==> config.mk <==
export PLATFORM = sky130hd
export DESIGN_NAME = pwm_carrier_timer_flat
export DESIGN_NICKNAME = d
export VERILOG_FILES = /design/src/verilog/timer_pkg.sv /design/src/verilog/timer_link_if.sv /design/src/verilog/count_clock_divider.sv /design/src/verilog/pwm_carrier_timer.sv /design/src/flat_wrapper.sv
export SDC_FILE = /design/constraint.sdc
export NUM_CORES = 1
export LEC_CHECK = 0
export BUFFER_PORTS_ARGS = -buffer_cell sky130_fd_sc_hd__buf_2
export CAP_MARGIN = 20
export CORE_MARGIN = 2
export CORE_UTILIZATION = 52
export CTS_BUF_LIST = sky130_fd_sc_hd__clkbuf_8
export CTS_CLUSTER_SIZE = 8
export DETAILED_ROUTE_END_ITERATION = 12
export PLACE_DENSITY = 0.79
export SYNTH_ARGS = -nofsm -noshare
export SYNTH_HDL_FRONTEND = slang
export SYNTH_SLANG_ARGS = --single-unit
==> constraint.sdc <==
create_clock -name clk -period 2.8 [get_ports clk]
set_clock_uncertainty 0.15 [all_clocks]
set_input_delay 0.14 -clock clk [delete_from_list [all_inputs] [get_ports clk]]
set_output_delay 0.14 -clock clk [all_outputs]
set_load 0.05 [all_outputs]
==> src/verilog/timer_pkg.sv <==
// Shared constants, register map and types for the PWM and carrier timer pair.
package timer_pkg;

   // ****************************************************************
   // Widths and modes
   // ****************************************************************
   localparam int         CNT_W          = 8;
   localparam int         CKS_W          = 3;
   localparam logic [1:0] MODE_INTERVAL  = 2'h0;
   localparam logic [1:0] MODE_CARRIER   = 2'h1;
   localparam logic [1:0] MODE_PWM       = 2'h2;
   localparam logic [7:0] COUNT_RESET    = 8'h00;

   // ****************************************************************
   // Register offsets on the AHB-Lite side
   // ****************************************************************
   localparam logic [7:0] CTRL_OFS       = 8'h00;
   localparam logic [7:0] PERIOD_OFS     = 8'h04;
   localparam logic [7:0] WIDTH_OFS      = 8'h08;
   localparam logic [7:0] GATE_OFS       = 8'h0C;
   localparam logic [7:0] STATUS_OFS     = 8'h10;

   // ****************************************************************
   // Field positions and reset values
   // ****************************************************************
   localparam int         CTRL_RUN_BIT   = 0;
   localparam int         CTRL_MODE_LSB  = 1;
   localparam int         CTRL_CKS_LSB   = 3;
   localparam int         CTRL_REMOTE_BIT = 6;
   localparam int         GATE_PEND_BIT  = 0;
   localparam int         GATE_ACT_BIT   = 1;
   localparam int         GATE_SEEN_BIT  = 2;
   localparam int         STAT_OUT_BIT   = 0;
   localparam int         STAT_RUN_BIT   = 1;
   localparam int         STAT_CNT_LSB   = 8;
   localparam logic [7:0] PERIOD_RESET   = 8'hFF;
   localparam logic [7:0] WIDTH_RESET    = 8'h00;

   // ****************************************************************
   // Timing counts in count clock ticks
   // ****************************************************************
   localparam logic [1:0] WIDTH_AGE_TICKS = 2'h3;
   localparam logic [1:0] GATE_XFER_TICKS = 2'h2;
   localparam logic [1:0] GATE_WRITE_GAP  = 2'h2;

   // Which compare register the counter is currently matched against.
   typedef enum logic [1:0] {
      TARGET_FIRST  = 2'b01,
      TARGET_SECOND = 2'b10
   } target_type;

endpackage : timer_pkg
==> src/verilog/timer_link_if.sv <==
// Interface joining the timer core and its register controller.
`timescale 1ns/100ps
interface timer_link_if;
   import timer_pkg::*;

   logic              runEnable;
   logic [1:0]        timerMode;
   logic [CKS_W-1:0]  clockSelect;
   logic              remoteEnable;
   logic [CNT_W-1:0]  periodValue;
   logic [CNT_W-1:0]  widthValue;
   logic              widthWrite;
   logic              pendingValue;
   logic              pendingWrite;
   logic              gateEvent;
   logic [CNT_W-1:0]  counterValue;
   logic              pendingGate;
   logic              activeGate;
   logic              timerOutput;
   logic              countTick;

   modport device (
      input  runEnable, timerMode, clockSelect, remoteEnable, periodValue, widthValue,
      input  widthWrite, pendingValue, pendingWrite, gateEvent,
      output counterValue, pendingGate, activeGate, timerOutput, countTick
   );

   modport controller (
      output runEnable, timerMode, clockSelect, remoteEnable, periodValue, widthValue,
      output widthWrite, pendingValue, pendingWrite, gateEvent,
      input  counterValue, pendingGate, activeGate, timerOutput, countTick
   );

endinterface : timer_link_if

==> src/verilog/count_clock_divider.sv <==
// Prescaler that turns the system clock into a count clock enable pulse.
`timescale 1ns/100ps
module count_clock_divider #(
   parameter int SEL_W = 3
) (
   input  wire logic             clk,
   input  wire logic             reset,
   input  wire logic [SEL_W-1:0] clockSelect,
   output logic                  tick
);
   import timer_pkg::*;

   localparam int PRE_W = (1 << SEL_W) - 1;

   logic [PRE_W-1:0] prescale_q;
   logic [PRE_W-1:0] mask;

   // ****************************************************************
   // Free running prescaler
   // ****************************************************************

   // The prescaler never stops, so the count clock phase is independent of the run bit.
   always_ff @(posedge clk) begin
      if (reset) begin
         prescale_q <= '0;
      end else begin
         prescale_q <= prescale_q + 1'b1;
      end
   end

   // Division is by two to the power of the select value; select zero ticks every cycle.
   always_comb begin
      mask = PRE_W'((PRE_W+1)'(1) << clockSelect) - 1'b1;
      tick = ((prescale_q & mask) == mask);
   end

endmodule : count_clock_divider

==> src/verilog/pwm_carrier_timer.sv <==
// Eight bit compare timer with PWM and infrared carrier output modes.
`timescale 1ns/100ps

// What this block does
// Run bit starts counting; period register compared first.
// Period match clears, interrupts, drives active, swaps.
// Width match drives inactive, swaps back, no clear.
// PWM period N+1 ticks, active M+1 ticks.
// Software keeps width below period, within range.
// Width writes latched, applied at old match after three.
// Software rewrites width on every restart.
// First count tick after enable is masked.
// Stopping clears interrupt and level; plain gate carrier output keeps following active gate.
// Carrier mode: low width then high width.
// Low width register not rewritten while running.
// Remote enable and active gate select carrier output.
// Pending gate writable, active gate read only.
// Gate event synchronised; transfer on second tick.
// Pending gate writes spaced at least two ticks.
// Software reloads pending gate after each event.
// Transfer strobe stays internal, never an interrupt.
// Carrier match inverts, interrupts, clears, swaps target.
// Carrier period N+M+2 ticks, high M+1 ticks.
// Gate falling never truncates a high carrier pulse.
// Target returns to first register when stopped.
// Reset leaves everything inactive and stopped.
module pwm_carrier_timer #(
   parameter bit CARRIER_CAPABLE = 1'b1
) (
   input  wire logic        clk,
   input  wire logic        reset,
   timer_link_if.device     link,
   output logic             timerOutputPin,
   output logic             compareMatchIrq
);
   import timer_pkg::*;

   // ****************************************************************
   // Declarations
   // ****************************************************************
   logic             tick, countTick;
   logic             maskTick_q;
   logic [CNT_W-1:0] counter_q;
   target_type       target_q;
   logic             level_q, carrierHold_q, irq_q;
   logic             outPin_q, outPin_d;
   logic [CNT_W-1:0] widthActive_q, widthLatch_q;
   logic             latchFull_q;
   logic [1:0]       latchAge_q;
   logic             gateSync1_q, gateSync2_q, gateSync3_q;
   logic             transferStrobe;
   logic [1:0]       xferDelay_q;
   logic             pendingGate_q, activeGate_q;
   logic             carrierMode, pwmMode;
   logic             matchFirst, matchSecond, clearMatch;

   // ****************************************************************
   // Count clock and mode decode
   // ****************************************************************
   // The prescaler gives one enable pulse per count clock.
   count_clock_divider #(
      .SEL_W       (CKS_W)
   ) divider (
      .clk         (clk),
      .reset       (reset),
      .clockSelect (link.clockSelect),
      .tick        (tick)
   );

   // Carrier mode exists only on an instance built with it.
   assign carrierMode = CARRIER_CAPABLE && (link.timerMode == MODE_CARRIER);
   assign pwmMode     = (link.timerMode == MODE_PWM);

   // Counting advances on ticks once running and past the masked first tick.
   assign countTick = tick && link.runEnable && !maskTick_q && (carrierMode || pwmMode);

   // Compare against the register the target selector names.
   assign matchFirst  = (target_q == TARGET_FIRST) && (counter_q == link.periodValue);
   assign matchSecond = (target_q == TARGET_SECOND) && (counter_q == widthActive_q);
   assign clearMatch  = matchFirst || (matchSecond && carrierMode);

   // ****************************************************************
   // Start masking
   // ****************************************************************
   // The first count clock after enabling is swallowed before the counter moves.
   always_ff @(posedge clk) begin
      if (reset || !link.runEnable) begin
         maskTick_q <= 1'b1;
      end else if (tick) begin
         maskTick_q <= 1'b0;
      end
   end

   // ****************************************************************
   // Counter and compare target
   // ****************************************************************
   // The counter clears on a period match, or on any match in carrier mode.
   always_ff @(posedge clk) begin
      if (reset || !link.runEnable) begin
         counter_q <= COUNT_RESET;
      end else if (countTick) begin
         if (clearMatch) begin
            counter_q <= COUNT_RESET;
         end else begin
            counter_q <= counter_q + 1'b1;
         end
      end
   end

   // The target alternates between the two registers on each match.
   always_ff @(posedge clk) begin
      if (reset || !link.runEnable) begin
         target_q <= TARGET_FIRST;
      end else if (countTick) begin
         case (target_q)
            TARGET_FIRST: begin
               if (matchFirst) begin
                  target_q <= TARGET_SECOND;
               end
            end
            TARGET_SECOND: begin
               if (matchSecond) begin
                  target_q <= TARGET_FIRST;
               end
            end
            default: begin
               target_q <= TARGET_FIRST;
            end
         endcase
      end
   end

   // ****************************************************************
   // Output level, carrier clock and interrupt
   // ****************************************************************
   // One flop serves as PWM level and as carrier clock: high after the first match.
   always_ff @(posedge clk) begin
      if (reset || !link.runEnable) begin
         level_q <= 1'b0;
      end else if (countTick && matchFirst) begin
         level_q <= 1'b1;
      end else if (countTick && matchSecond) begin
         level_q <= 1'b0;
      end
   end

   // The match pulse lasts one system clock and returns low when stopped.
   always_ff @(posedge clk) begin
      irq_q <= !reset && countTick && clearMatch;
   end

   // Carrier pulses are admitted only at a carrier rising edge and kept to its end.
   always_ff @(posedge clk) begin
      if (reset || !link.runEnable) begin
         carrierHold_q <= 1'b0;
      end else if (countTick && matchFirst) begin
         carrierHold_q <= activeGate_q;
      end else if (countTick && matchSecond) begin
         carrierHold_q <= 1'b0;
      end
   end

   // ****************************************************************
   // Deferred width update
   // ****************************************************************
   // A write while running waits in a latch until the old width matches and it has aged.
   always_ff @(posedge clk) begin
      if (reset) begin
         widthActive_q <= WIDTH_RESET;
         widthLatch_q  <= WIDTH_RESET;
         latchFull_q   <= 1'b0;
         latchAge_q    <= 2'h0;
      end else if (link.widthWrite) begin
         widthLatch_q <= link.widthValue;
         latchAge_q   <= 2'h0;
         if (!link.runEnable) begin
            widthActive_q <= link.widthValue;
            latchFull_q   <= 1'b0;
         end else begin
            latchFull_q <= 1'b1;
         end
      end else begin
         if (tick && latchFull_q && (latchAge_q < WIDTH_AGE_TICKS)) begin
            latchAge_q <= latchAge_q + 1'b1;
         end
         if (countTick && matchSecond && latchFull_q && (latchAge_q >= WIDTH_AGE_TICKS)) begin
            widthActive_q <= widthLatch_q;
            latchFull_q   <= 1'b0;
         end
      end
   end

   // ****************************************************************
   // Gate event synchroniser and master-slave gate bits
   // ****************************************************************
   // The event is sampled on count ticks; the first stage feeds only the second.
   always_ff @(posedge clk) begin
      if (reset) begin
         gateSync1_q <= 1'b0;
         gateSync2_q <= 1'b0;
         gateSync3_q <= 1'b0;
      end else if (tick) begin
         gateSync1_q <= link.gateEvent;
         gateSync2_q <= gateSync1_q;
         gateSync3_q <= gateSync2_q;
      end
   end

   // The strobe is used only for the transfer below and leaves no port.
   assign transferStrobe = gateSync2_q && !gateSync3_q;

   // The pending bit moves to the active bit on the third tick after the strobe rises.
   always_ff @(posedge clk) begin
      if (reset) begin
         xferDelay_q  <= 2'h0;
         activeGate_q <= 1'b0;
      end else if (tick) begin
         if (transferStrobe) begin
            xferDelay_q <= GATE_XFER_TICKS;
         end else if (xferDelay_q != 2'h0) begin
            xferDelay_q <= xferDelay_q - 1'b1;
            if (xferDelay_q == 2'h1) begin
               activeGate_q <= pendingGate_q;
            end
         end
      end
   end

   // Software owns the pending bit directly.
   always_ff @(posedge clk) begin
      if (reset) begin
         pendingGate_q <= 1'b0;
      end else if (link.pendingWrite) begin
         pendingGate_q <= link.pendingValue;
      end
   end

   // ****************************************************************
   // Pin selection
   // ****************************************************************
   // PWM shows the level; carrier shows plain gate or gated pulses.
   always_comb begin
      outPin_d = 1'b0;
      if (carrierMode) begin
         if (link.remoteEnable) begin
            outPin_d = level_q && carrierHold_q;
         end else begin
            outPin_d = activeGate_q;
         end
      end else if (pwmMode) begin
         outPin_d = level_q;
      end
   end

   // The pin is registered so it never glitches between modes.
   always_ff @(posedge clk) begin
      outPin_q <= !reset && outPin_d;
   end
   // Pins and link status.
   assign timerOutputPin    = outPin_q;
   assign compareMatchIrq   = irq_q;
   assign link.counterValue = counter_q;
   assign link.pendingGate  = pendingGate_q;
   assign link.activeGate   = activeGate_q;
   assign link.timerOutput  = outPin_q;
   assign link.countTick    = tick;

endmodule : pwm_carrier_timer

==> src/flat_wrapper.sv <==
// flat-port wrapper written by rule: the top's interface ports become plain ports
module pwm_carrier_timer_flat import timer_pkg::*;
#(
   parameter bit CARRIER_CAPABLE = 1'b1
)
  (clk, reset, timerOutputPin, compareMatchIrq, link_runEnable, link_timerMode, link_clockSelect, link_remoteEnable, link_periodValue, link_widthValue, link_widthWrite, link_pendingValue, link_pendingWrite, link_gateEvent, link_counterValue, link_pendingGate, link_activeGate, link_timerOutput, link_countTick);
  timer_link_if link_i ();
  input  wire logic clk;
  input  wire logic reset;
  output logic timerOutputPin;
  output logic compareMatchIrq;
  input wire logic [$bits(link_i.runEnable)-1:0] link_runEnable;
  input wire logic [$bits(link_i.timerMode)-1:0] link_timerMode;
  input wire logic [$bits(link_i.clockSelect)-1:0] link_clockSelect;
  input wire logic [$bits(link_i.remoteEnable)-1:0] link_remoteEnable;
  input wire logic [$bits(link_i.periodValue)-1:0] link_periodValue;
  input wire logic [$bits(link_i.widthValue)-1:0] link_widthValue;
  input wire logic [$bits(link_i.widthWrite)-1:0] link_widthWrite;
  input wire logic [$bits(link_i.pendingValue)-1:0] link_pendingValue;
  input wire logic [$bits(link_i.pendingWrite)-1:0] link_pendingWrite;
  input wire logic [$bits(link_i.gateEvent)-1:0] link_gateEvent;
  output wire logic [$bits(link_i.counterValue)-1:0] link_counterValue;
  output wire logic [$bits(link_i.pendingGate)-1:0] link_pendingGate;
  output wire logic [$bits(link_i.activeGate)-1:0] link_activeGate;
  output wire logic [$bits(link_i.timerOutput)-1:0] link_timerOutput;
  output wire logic [$bits(link_i.countTick)-1:0] link_countTick;
  assign link_i.runEnable = link_runEnable;
  assign link_i.timerMode = link_timerMode;
  assign link_i.clockSelect = link_clockSelect;
  assign link_i.remoteEnable = link_remoteEnable;
  assign link_i.periodValue = link_periodValue;
  assign link_i.widthValue = link_widthValue;
  assign link_i.widthWrite = link_widthWrite;
  assign link_i.pendingValue = link_pendingValue;
  assign link_i.pendingWrite = link_pendingWrite;
  assign link_i.gateEvent = link_gateEvent;
  assign link_counterValue = link_i.counterValue;
  assign link_pendingGate = link_i.pendingGate;
  assign link_activeGate = link_i.activeGate;
  assign link_timerOutput = link_i.timerOutput;
  assign link_countTick = link_i.countTick;
  pwm_carrier_timer #(.CARRIER_CAPABLE(CARRIER_CAPABLE)) u_core (.clk(clk), .reset(reset), .link(link_i), .timerOutputPin(timerOutputPin), .compareMatchIrq(compareMatchIrq));
endmodule
==> key figures, run 1 <==
Outcome
  • Run status: finished clean

Worst setup path
  • FF-to-FF setup slack: 0.45 ns
  • Critical R2R Capture: u_core.widthActive_q[0]
  • R2r startpoint: u_core.divider.prescale_q[4]
  • Crit path launch: link_clockSelect[2]
  • Worst endpoint data arrival time: between 2 and 2.5 ns
  • Setup CP Type: input port to output port
  • Worst-path maximum fanout: 11
  • Crit path to: link_countTick
  • Worst r2r path cells: 6
  • Crit start category: input port
  • CP required: between 2 and 3 ns
  • Critical path endpoint category: output port

STA
  • Slew Viols, Final: 0
  • Final Cycle Share: 0.928
  • Fin. Hold Viols: 0
  • Endpoints failing setup: 0
  • Setup WS post-layout: around 0.20 ns
  • Tmin final: roughly 2.6 ns
  • Worst-Margin Slew: around 0.66 ns
  • FMAX: slightly below 400 MHz
  • Unrepaired setup endpoints after global routing: false
  • Fin Hold WS: just over 0.007 ns
  • Relative slew slack: 0.562

Min path
  • Min-delay src: link_widthValue[0]
  • Worst hold path class: input port to flop

Detailed routing
  • Final WL: about 5.3 mm
  • Routed len/inst: approximately 14 um
  • Vias per cell: 5.45
  • DRC Markers: 0
  • Via count: about 2100
  • Antenna Nets Post-Route: 0
  • 1st-iter DRT viols: just over 100
  • First-pass detailed-route iteration total: 5

Flow run
  • Maxcap violations: 0

Finish
  • Syn-to-layout area delta: 20.9%
  • N_diodes: 0
  • Layout Nets: 371
  • Fin area: 3020 um^2
  • Area of the multi-input gates: about 1400 um^2
  • # fillers: between 300 and 400
  • Layout Cells excl Fill: about 390
  • Register area: roughly 960 um^2
  • Layout cells sized above 1: 0.219

Power and ir drop
  • Peak supply drop: about 0.34 mV
  • Leakage: 0.00129 uW
  • Pwr dens: approximately 480 nW/um^2

Placement
  • Pre-CTS WS: -0.0273 ns
  • Area post-placement: between 2000 and 3000 um^2
  • Port Buf Inserts: 42
  • Post-DP HPWL: ~3.8 mm
  • Global placement routability congestion: 0.898
  • Inst Count DP: about 370

CTS
  • Clock slew at reported path FFs: 0.08 ns
  • Total number of H-tree levels: 2
  • TritonCTS clock tree: done
  • Clk sinks: 48
  • Post-CTS Resized: 0
  • CTS root buf: clkbuf_8
  • Clock tree buffer depth: 2
  • Clock Latency Late Sink: 0.30 ns
  • Hold_buf cts: 9
  • Post-CTS Setup Bufs: 0
  • CTS Buf Count: 5

Yosys
  • Prevailing post-synth register cell: dfxtp_1
  • YS warnings: 0
  • Post-synth EDFFs: 0
  • Count leader, synth: dfxtp_1
  • Dominant cell type by area after synthesis: dfxtp_1
  • Mapped Nets: 314
  • Commonest cells in the netlist: 48 x dfxtp_1, 35 x nor2_1, 22 x xnor2_1, 17 x mux2i_1, 16 x nand2_1
  • Mapped cell area: 2490 um^2
  • Sequential element share of the synthesized area: 0.385
  • Synth cell types: 42
  • Post-synthesis area per instance: roughly 9.0 um^2
  • Synth top area share: 0.385
  • Top cells by area, synth: dfxtp_1 39%, xnor2_1 7.7%, mux2i_1 6.8%
  • Ys async rst share: 0
  • Synth Register Bits: 48
  • Post-synthesis instance total: approximately 280

Floorplanning
  • Initial Util: 0.535
  • Die X: ~73 um
  • Std-Cell Core Area: about 4700 um^2
  • Io pins: 43
  • Die area: about 5400 um^2
  • Die height: roughly 73 um
  • # rows: 25

Global routing
  • Largest net degree at the start of global routing: 38
  • First-pass GRT wire length: a little over 9 mm
  • GRT Total Usage: 0.217
  • Number of global-route vias before repair: around 2000
  • Grt ovf: 0
  • Initial antenna violation count: 0
## logic make-up after synthesis
kind of cell             count (synthesis)  share of synthesized area
AO/OA/AOI/OAI                           33                     0.0908
AND/OR/NAND/NOR                        112                      0.229
buffers and inverters                   26                     0.0507
flip-flops                              48                      0.385
XOR/XNOR                                25                     0.0878
adder cells (fa/ha/maj)                  8                     0.0401
multiplexers                            25                      0.116
## critical path, stage by stage
cell      delay, ns
buf_2          0.10
or3_1          0.37
ha_1           0.30
nor2b_1        0.17
o221ai_1       0.24
o211ai_1       0.22
nor3_1         0.24
buf_4          0.24
buf_2          0.29
## per-layer routing
metal | track usage | part of all wire | routed length, um
met1 | 0.288 | 0.46 | 2460
met2 | 0.359 | 0.47 | 2510
met5 | 0 | 0 | 0
met3 | 0.0494 | 0.049 | 258
met4 | 0.0494 | 0.012 | 61
## final cells by class
type | count | area share
multi-input cells | 203 | 0.467
flip-flops and latches | 48 | 0.319
repair buffers | 66 | 0.137
clock buffers | 5 | 0.0228
well taps | 54 | 0.0224
clock inverters | 2 | 0.0199
inverters | 10 | 0.0124
## flip-flops by register name, indices dropped and copies added (netlist names), 2 cells and up
| register | cells |
|---|---|
| u_core.latchAge_q | 2 |
| u_core.divider.prescale_q | 7 |
| u_core.xferDelay_q | 2 |
| u_core.link.counterValue | 8 |
| u_core.widthActive_q | 8 |
| u_core.target_q | 2 |
| u_core.widthLatch_q | 8 |
## worst min-delay path by stage
stage | endpoint | slack (ns) | cells past startpoint
final | u_core.widthLatch_q[0] | 0.007 | 3
after global routing | u_core.widthLatch_q[0] | 0.03 | 3
after CTS | u_core.widthLatch_q[0] | 0.008 | 3
after detailed placement | u_core.gateSync1_q | 0.24 | 3
after global placement | u_core.gateSync1_q | 0.23 | 3
after floorplan | u_core.gateSync1_q | 0.14 | 2
## power breakdown
group	switching, uW	internal (uW)	total [uW]
clock	226	351	577
combinational	78.2	74.8	153
sequential	11.1	700	711
total	315	1130	1440
## layout by cell type (no fill, tap or decap), drive strengths merged, types with 8 or more instances in the layout
cell         synthesis  routed
dlygate4sd3          0       9
a21oi                9       9
mux2i               17      17
buf                  9      57
nand2               16      16
mux2                 8       8
xnor2               22      22
dfxtp               48      48
nor2                35      35
nand3               11      11
inv                 10      10
nor2b               11      11
ha                   8       8
## metrics by stage
step,util,total power [uW],setup TNS [ns]
after floorplan,-,824,0
after global placement,0.600,864,0
after detailed placement,0.600,868,-0.185
after CTS,0.647,1450,0
after global routing,0.647,1490,0
final,0.647,1440,0
(Power assumes the default switching activity.)
==> inputs of run 2 (changes only) <==
Clock period 2.8 ns to 2.3 ns, I/O delays scaled along.
==> key figures, run 2 (synthesized netlist as in run 1, its figures left out) <==
STA
  • Setup_tns: 0 ns (unchanged)
  • Slew Viols, Final: 0 (unchanged)
  • FMAX: ~440 MHz
  • Relative slew slack: 0.584 (+0.0221)
  • Fin. Hold Viols: 0 (unchanged)
  • Worst-Margin Slew: 0.622 ns (-0.0354 ns)
  • Unrepaired setup endpoints after global routing: true
  • Tmin final: 2.26 ns
  • Final Cycle Share: 0.981
  • Endpoints failing setup: 0 (unchanged)

Worst setup path
  • Worst endpoint data arrival time: 2.30 ns (about the same)
  • Critical R2R Capture: u_core.widthActive_q[6]
  • CP required: 2.34 ns (-0.17 ns)
  • Setup CP Type: input port to flop
  • Worst r2r path cells: 5 (-1)
  • Critical path endpoint category: flop
  • Worst-path maximum fanout: 8 (-3)
  • Crit start category: input port
  • R2r startpoint: u_core.link.counterValue[0]
  • FF-to-FF setup slack: 0.20 ns (-0.25 ns)

CTS
  • Clock Latency Late Sink: 0.30 ns (about the same)
  • Clock tree buffer depth: 2 (unchanged)
  • CTS root buf: clkbuf_8
  • TritonCTS clock tree: done
  • Total number of H-tree levels: 2 (unchanged)
  • CTS Buf Count: 5 (unchanged)
  • Clk sinks: 48 (unchanged)
  • Clock slew at reported path FFs: 0.08 ns (about the same)

Flow run
  • Maxcap violations: 0 (unchanged)

Floorplanning
  • Initial Util: 0.535 (unchanged)
  • Die area: 5370 um^2 (unchanged)
  • Die X: 73.3 um (unchanged)
  • # rows: 25 (unchanged)
  • Io pins: 43 (unchanged)
  • Die height: 73.3 um (unchanged)
  • Std-Cell Core Area: 4660 um^2 (unchanged)

Global routing
  • First-pass GRT wire length: 8.74 mm (-4.8%)
  • Number of global-route vias before repair: 1964 (-3.4%)
  • Largest net degree at the start of global routing: 28 (-26%)
  • Initial antenna violation count: 0 (unchanged)
  • Grt ovf: 0 (unchanged)
  • GRT Total Usage: 0.214 (-0.00265)

Detailed routing
  • Final WL: 5.63 mm (+6.5%)
  • Routed len/inst: 13.8 um (+1.0%)
  • Antenna Nets Post-Route: 0 (unchanged)
  • DRC Markers: 0 (unchanged)
  • Vias per cell: 5.41 (-0.74%)
  • Via count: 2214 (+4.6%)
  • 1st-iter DRT viols: 155 (+50%)
  • First-pass detailed-route iteration total: 4 (-1)

Finish
  • Syn-to-layout area delta: 27.4%
  • Layout Nets: 392 (+5.7%)
  • Commonest non-fill, non-tap cells in the layout: 44 x dfxtp_1, 41 x buf_2, 34 x nor2_1, 33 x buf_4, 22 x xnor2_1
  • N_diodes: 0 (unchanged)
  • Fin area: 3180 um^2 (+5.4%)
  • Most common cell after layout, fill and taps aside: dfxtp_1
  • Layout cells sized above 1: 0.282 (+0.0631)

Power and ir drop
  • Clk pwr share: 0.304 (-0.097)
  • Peak supply drop: 0.290 mV (-15%)
  • Net Sw Frac: 0.246 (+0.0275)
  • Leakage: 0.00139 uW (+7.7%)
  • Sw power: 379 uW (+20%)
  • Sequential Power Share: 0.560 (+0.067)
  • Pwr dens: 485 nW/um^2 (+1.5%)
  • Logic pwr share: 0.136 (+0.030)
  • Power Internal: 1160 uW (+3.3%)

Placement
  • Global placement routability congestion: 0.900 (+0.23%)
  • Port Buf Inserts: 42 (unchanged)
  • Post-DP HPWL: 4.25 mm (+12%)
  • Area post-placement: 2910 um^2 (+4.0%)

Min path
  • Worst hold path endpoint: u_core.level_q
  • Hold path depth: 3 (unchanged)
  • Worst hold path class: input port to flop
  • Min-delay src: link_runEnable

Outcome
  • Run status: finished clean
run 2: cell types whose count changed in the layout (fill, tap and decap cells not counted), sizes merged:
cell         delta
buf            +17
bufinv          -2
clkinv          +1
dlygate4sd3     +4
inv             +1
run 2: repair_timing:
action,in CTS,in global routing
pin swaps,0,3
buffers inserted,0,4
resized for setup,2,5
hold endpoints to repair,12,0
setup endpoints to repair,9,9
hold buffers,13,0
run 2: worst max path at each step:
stage / startpoint / to / slack [ns] / cells past startpoint
floorplan: link_clockSelect[0] / u_core.widthActive_q[0] / -0.33 / 12
global placement: link_clockSelect[2] / u_core.widthActive_q[5] / -0.34 / 9
detailed placement: link_clockSelect[2] / u_core.widthActive_q[6] / -0.39 / 9
CTS: link_clockSelect[2] / u_core.widthActive_q[6] / 0.01 / 9
global route: link_clockSelect[0] / link_countTick / -0.01 / 9
finish: link_clockSelect[0] / u_core.widthActive_q[6] / 0.04 / 9
run 2: stage by stage:
stage / util / hold slack, ns / setup WS, ns / total power, uW / std cells
6_report: 0.682 / 0.127 / 0.0434 / 1540 / 409
5_1_grt: 0.682 / 0.148 / -0.0107 / 1610 / 409
4_1_cts: 0.669 / 0.110 / 0.0111 / 1550 / 405
3_5_place_dp: 0.624 / 0.213 / -0.390 / 1070 / 385
3_3_place_gp: 0.624 / 0.200 / -0.338 / 1060 / 385
2_1_floorplan: - / 0.112 / -0.331 / 1010 / 277
run 2: layout make-up:
class	count	area, um^2
clock buffer	5	68.8
clock inverter	2	8.76
fill	361	1480
inverter	10	37.5
multi-input combinational	203	1450
sequential	48	966
tap	54	67.6
timing repair buffer	87	583
run 2: power by group through the flow:
stage	Combinational (uW)	Sequential (uW)	Clock, uW
2_1_floorplan	123	884	0
3_3_place_gp	180	883	0
3_5_place_dp	185	884	0
4_1_cts	202	865	483
5_1_grt	228	867	512
6_report	209	864	468
run 2: per-layer routing:
metal  wire, um  global-route usage  share of wire
met5          0                   0              0
met2       2750               0.360           0.49
met4         93              0.0823          0.017
met1       2520               0.265           0.45
met3        265              0.0494          0.047
run 2: critical path, cell delays in order:
cell	delay (ns)
buf_2	0.11
or3_4	0.39
ha_4	0.20
xor2_2	0.14
o311a_1	0.30
o21a_1	0.19
and3_4	0.19
a32o_2	0.34
mux2_4	0.32
==> inputs of run 3 (changes only) <==
Settings changed: PLACE_DENSITY 0.79 to 0.78.
==> key figures, run 3 (synthesized netlist as in run 1, its figures left out) <==
Outcome
  • Run status: finished clean

Worst setup path
  • FF-to-FF setup slack: 0.12 ns (-0.08 ns)
  • Crit start category: input port
  • CP required: 2.34 ns (about the same)
  • Setup CP Type: input port to flop
  • Critical path endpoint category: flop
  • Worst-path maximum fanout: 8 (unchanged)
  • Worst endpoint data arrival time: 2.31 ns (about the same)

Floorplanning
  • Die height: 73.3 um (unchanged)
  • Io pins: 43 (unchanged)
  • Initial Util: 0.535 (unchanged)
  • # rows: 25 (unchanged)
  • Die area: 5370 um^2 (unchanged)
  • Std-Cell Core Area: 4660 um^2 (unchanged)
  • Die X: 73.3 um (unchanged)

STA
  • Relative slew slack: 0.615 (+0.0309)
  • Slew Viols, Final: 0 (unchanged)
  • Final Cycle Share: 0.987 (+0.00619)
  • Worst-Margin Slew: 0.576 ns (-0.0462 ns)
  • Unrepaired setup endpoints after global routing: true
  • Endpoints failing setup: 0 (unchanged)
  • Tmin final: 2.27 ns (+0.0142 ns)
  • Fin. Hold Viols: 0 (unchanged)
  • FMAX: 440 MHz (-0.63%)

Finish
  • N_diodes: 0 (unchanged)
  • Finished Core Util: 0.690 (+0.00752)
  • Layout Cells excl Fill: 409 (unchanged)
  • Commonest non-fill, non-tap cells in the layout: 44 x dfxtp_1, 39 x buf_2, 34 x nor2_1, 33 x buf_4, 22 x xnor2_1
  • Syn-to-layout area delta: 28.8%
  • # fillers: 365 (+1.1%)
  • Layout cells sized above 1: 0.287 (+0.00563)
  • Layout Nets: 391 (-0.26%)
  • Most common cell after layout, fill and taps aside: dfxtp_1

CTS
  • Clock tree buffer depth: 2 (unchanged)
  • Clock slew at reported path FFs: 0.09 ns (about the same)
  • Clk sinks: 48 (unchanged)
  • Clock Latency Late Sink: 0.30 ns (about the same)
  • TritonCTS clock tree: done
  • CTS Buf Count: 5 (unchanged)
  • CTS root buf: clkbuf_8
  • Total number of H-tree levels: 2 (unchanged)

Power and ir drop
  • Peak supply drop: 0.397 mV (+37%)
  • Power Internal: 1280 uW (+10%)
  • Sw power: 399 uW (+5.2%)
  • Net Sw Frac: 0.237 (-0.00869)
  • Clk pwr share: 0.360 (+0.056)
  • Sequential Power Share: 0.514 (-0.046)
  • Leakage: 0.00139 uW (+0.51%)
  • Pwr dens: 523 nW/um^2 (+7.9%)
  • Logic pwr share: 0.126 (-0.010)

Detailed routing
  • Final WL: 5.85 mm (+4.0%)
  • DRC Markers: 0 (unchanged)
  • Vias per cell: 5.44 (+0.54%)
  • 1st-iter DRT viols: 135 (-13%)
  • Antenna Nets Post-Route: 0 (unchanged)
  • Routed len/inst: 14.3 um (+4.0%)
  • First-pass detailed-route iteration total: 4 (unchanged)
  • Via count: 2226 (+0.54%)

Flow run
  • Maxcap violations: 0 (unchanged)

Placement
  • Inst Count DP: 386 (+0.26%)
  • Port Buf Inserts: 42 (unchanged)
  • Global placement routability congestion: 0.880 (-2.2%)
  • Post-DP HPWL: 4.25 mm (about the same)

Global routing
  • First-pass GRT wire length: 9.29 mm (+6.4%)
  • Number of global-route vias before repair: 2050 (+4.4%)
  • Initial antenna violation count: 0 (unchanged)
  • Largest net degree at the start of global routing: 22 (-21%)
  • GRT Total Usage: 0.227 (+0.0128)
  • Grt ovf: 0 (unchanged)

Min path
  • Worst hold path class: input port to flop
## run 3: changes by cell type in the layout (fill, tap and decap cells not counted), sizes merged
cell         delta
bufinv          +1
clkinvlp        +1
inv             -1
dlygate4sd3     -1
## run 3: path summary, 6_finish.rpt
kind | end | from | cells past startpoint
worst max-delay path | u_core.widthActive_q[6] | link_clockSelect[2] | 9
worst min-delay path | u_core.link.timerOutput | reset | 2
worst max register to register | u_core.widthActive_q[6] | u_core.divider.prescale_q[6] | 6
worst min register to register | u_core.latchAge_q[1] | u_core.latchAge_q[1] | 2
## run 3: repair_timing
item,in CTS,in global routing
gates resized for setup,2,8
hold endpoints to repair,11,0
setup buffers,0,3
setup endpoints to repair,9,9
pin swaps,0,3
hold buffers,12,0
gates cloned,0,0
## run 3: metal layers
layer,vias to the layer above,track usage,wire (um),share of wire
met2,68,0.402,2980,0.51
met3,8,0.0425,324,0.055
met5,-,0,0,0
met1,1032,0.278,2480,0.42
li1,1118,-,-,-
met4,0,0.0679,68,0.012
## run 3: cell type report
| class | instances | area [um^2] | area share |
|---|---|---|---|
| well taps | 54 | 67.6 | 0.0210 |
| clock inverters | 3 | 42.5 | 0.0132 |
| repair buffers | 86 | 586 | 0.182 |
| inverters | 10 | 37.5 | 0.0117 |
| multi-input cells | 203 | 1450 | 0.450 |
| clock buffers | 5 | 68.8 | 0.0214 |
| flip-flops and latches | 48 | 966 | 0.301 |
## run 3: per-stage QoR
step	TNS [ns]	cell area, um^2	total power, uW	setup WS (ns)	hold slack (ns)
finish	0	3210	1680	0.0292	0.0375
global route	-0.119	3210	1740	-0.0227	0.0592
CTS	0	3150	1680	0.00812	0.0307
detailed placement	-3.64	2920	1070	-0.403	0.215
global placement	-2.96	2920	1060	-0.340	0.200
floorplan	-2.95	2520	1010	-0.331	0.112
## run 3: worst max-delay path, stage by stage
cell,delay [ns]
buf_6,0.09
or3_4,0.39
ha_4,0.20
xor2_1,0.14
o311a_1,0.30
o21a_1,0.19
and3_4,0.19
a32o_2,0.37
mux2_4,0.32
## run 3: power groups by stage
stage                     logic (uW)  registers, uW  clock network, uW
after floorplan                  123            884                  0
after global placement           179            883                  0
after detailed placement         186            884                  0
after CTS                        203            864                616
after global routing             233            868                644
final                            212            865                605
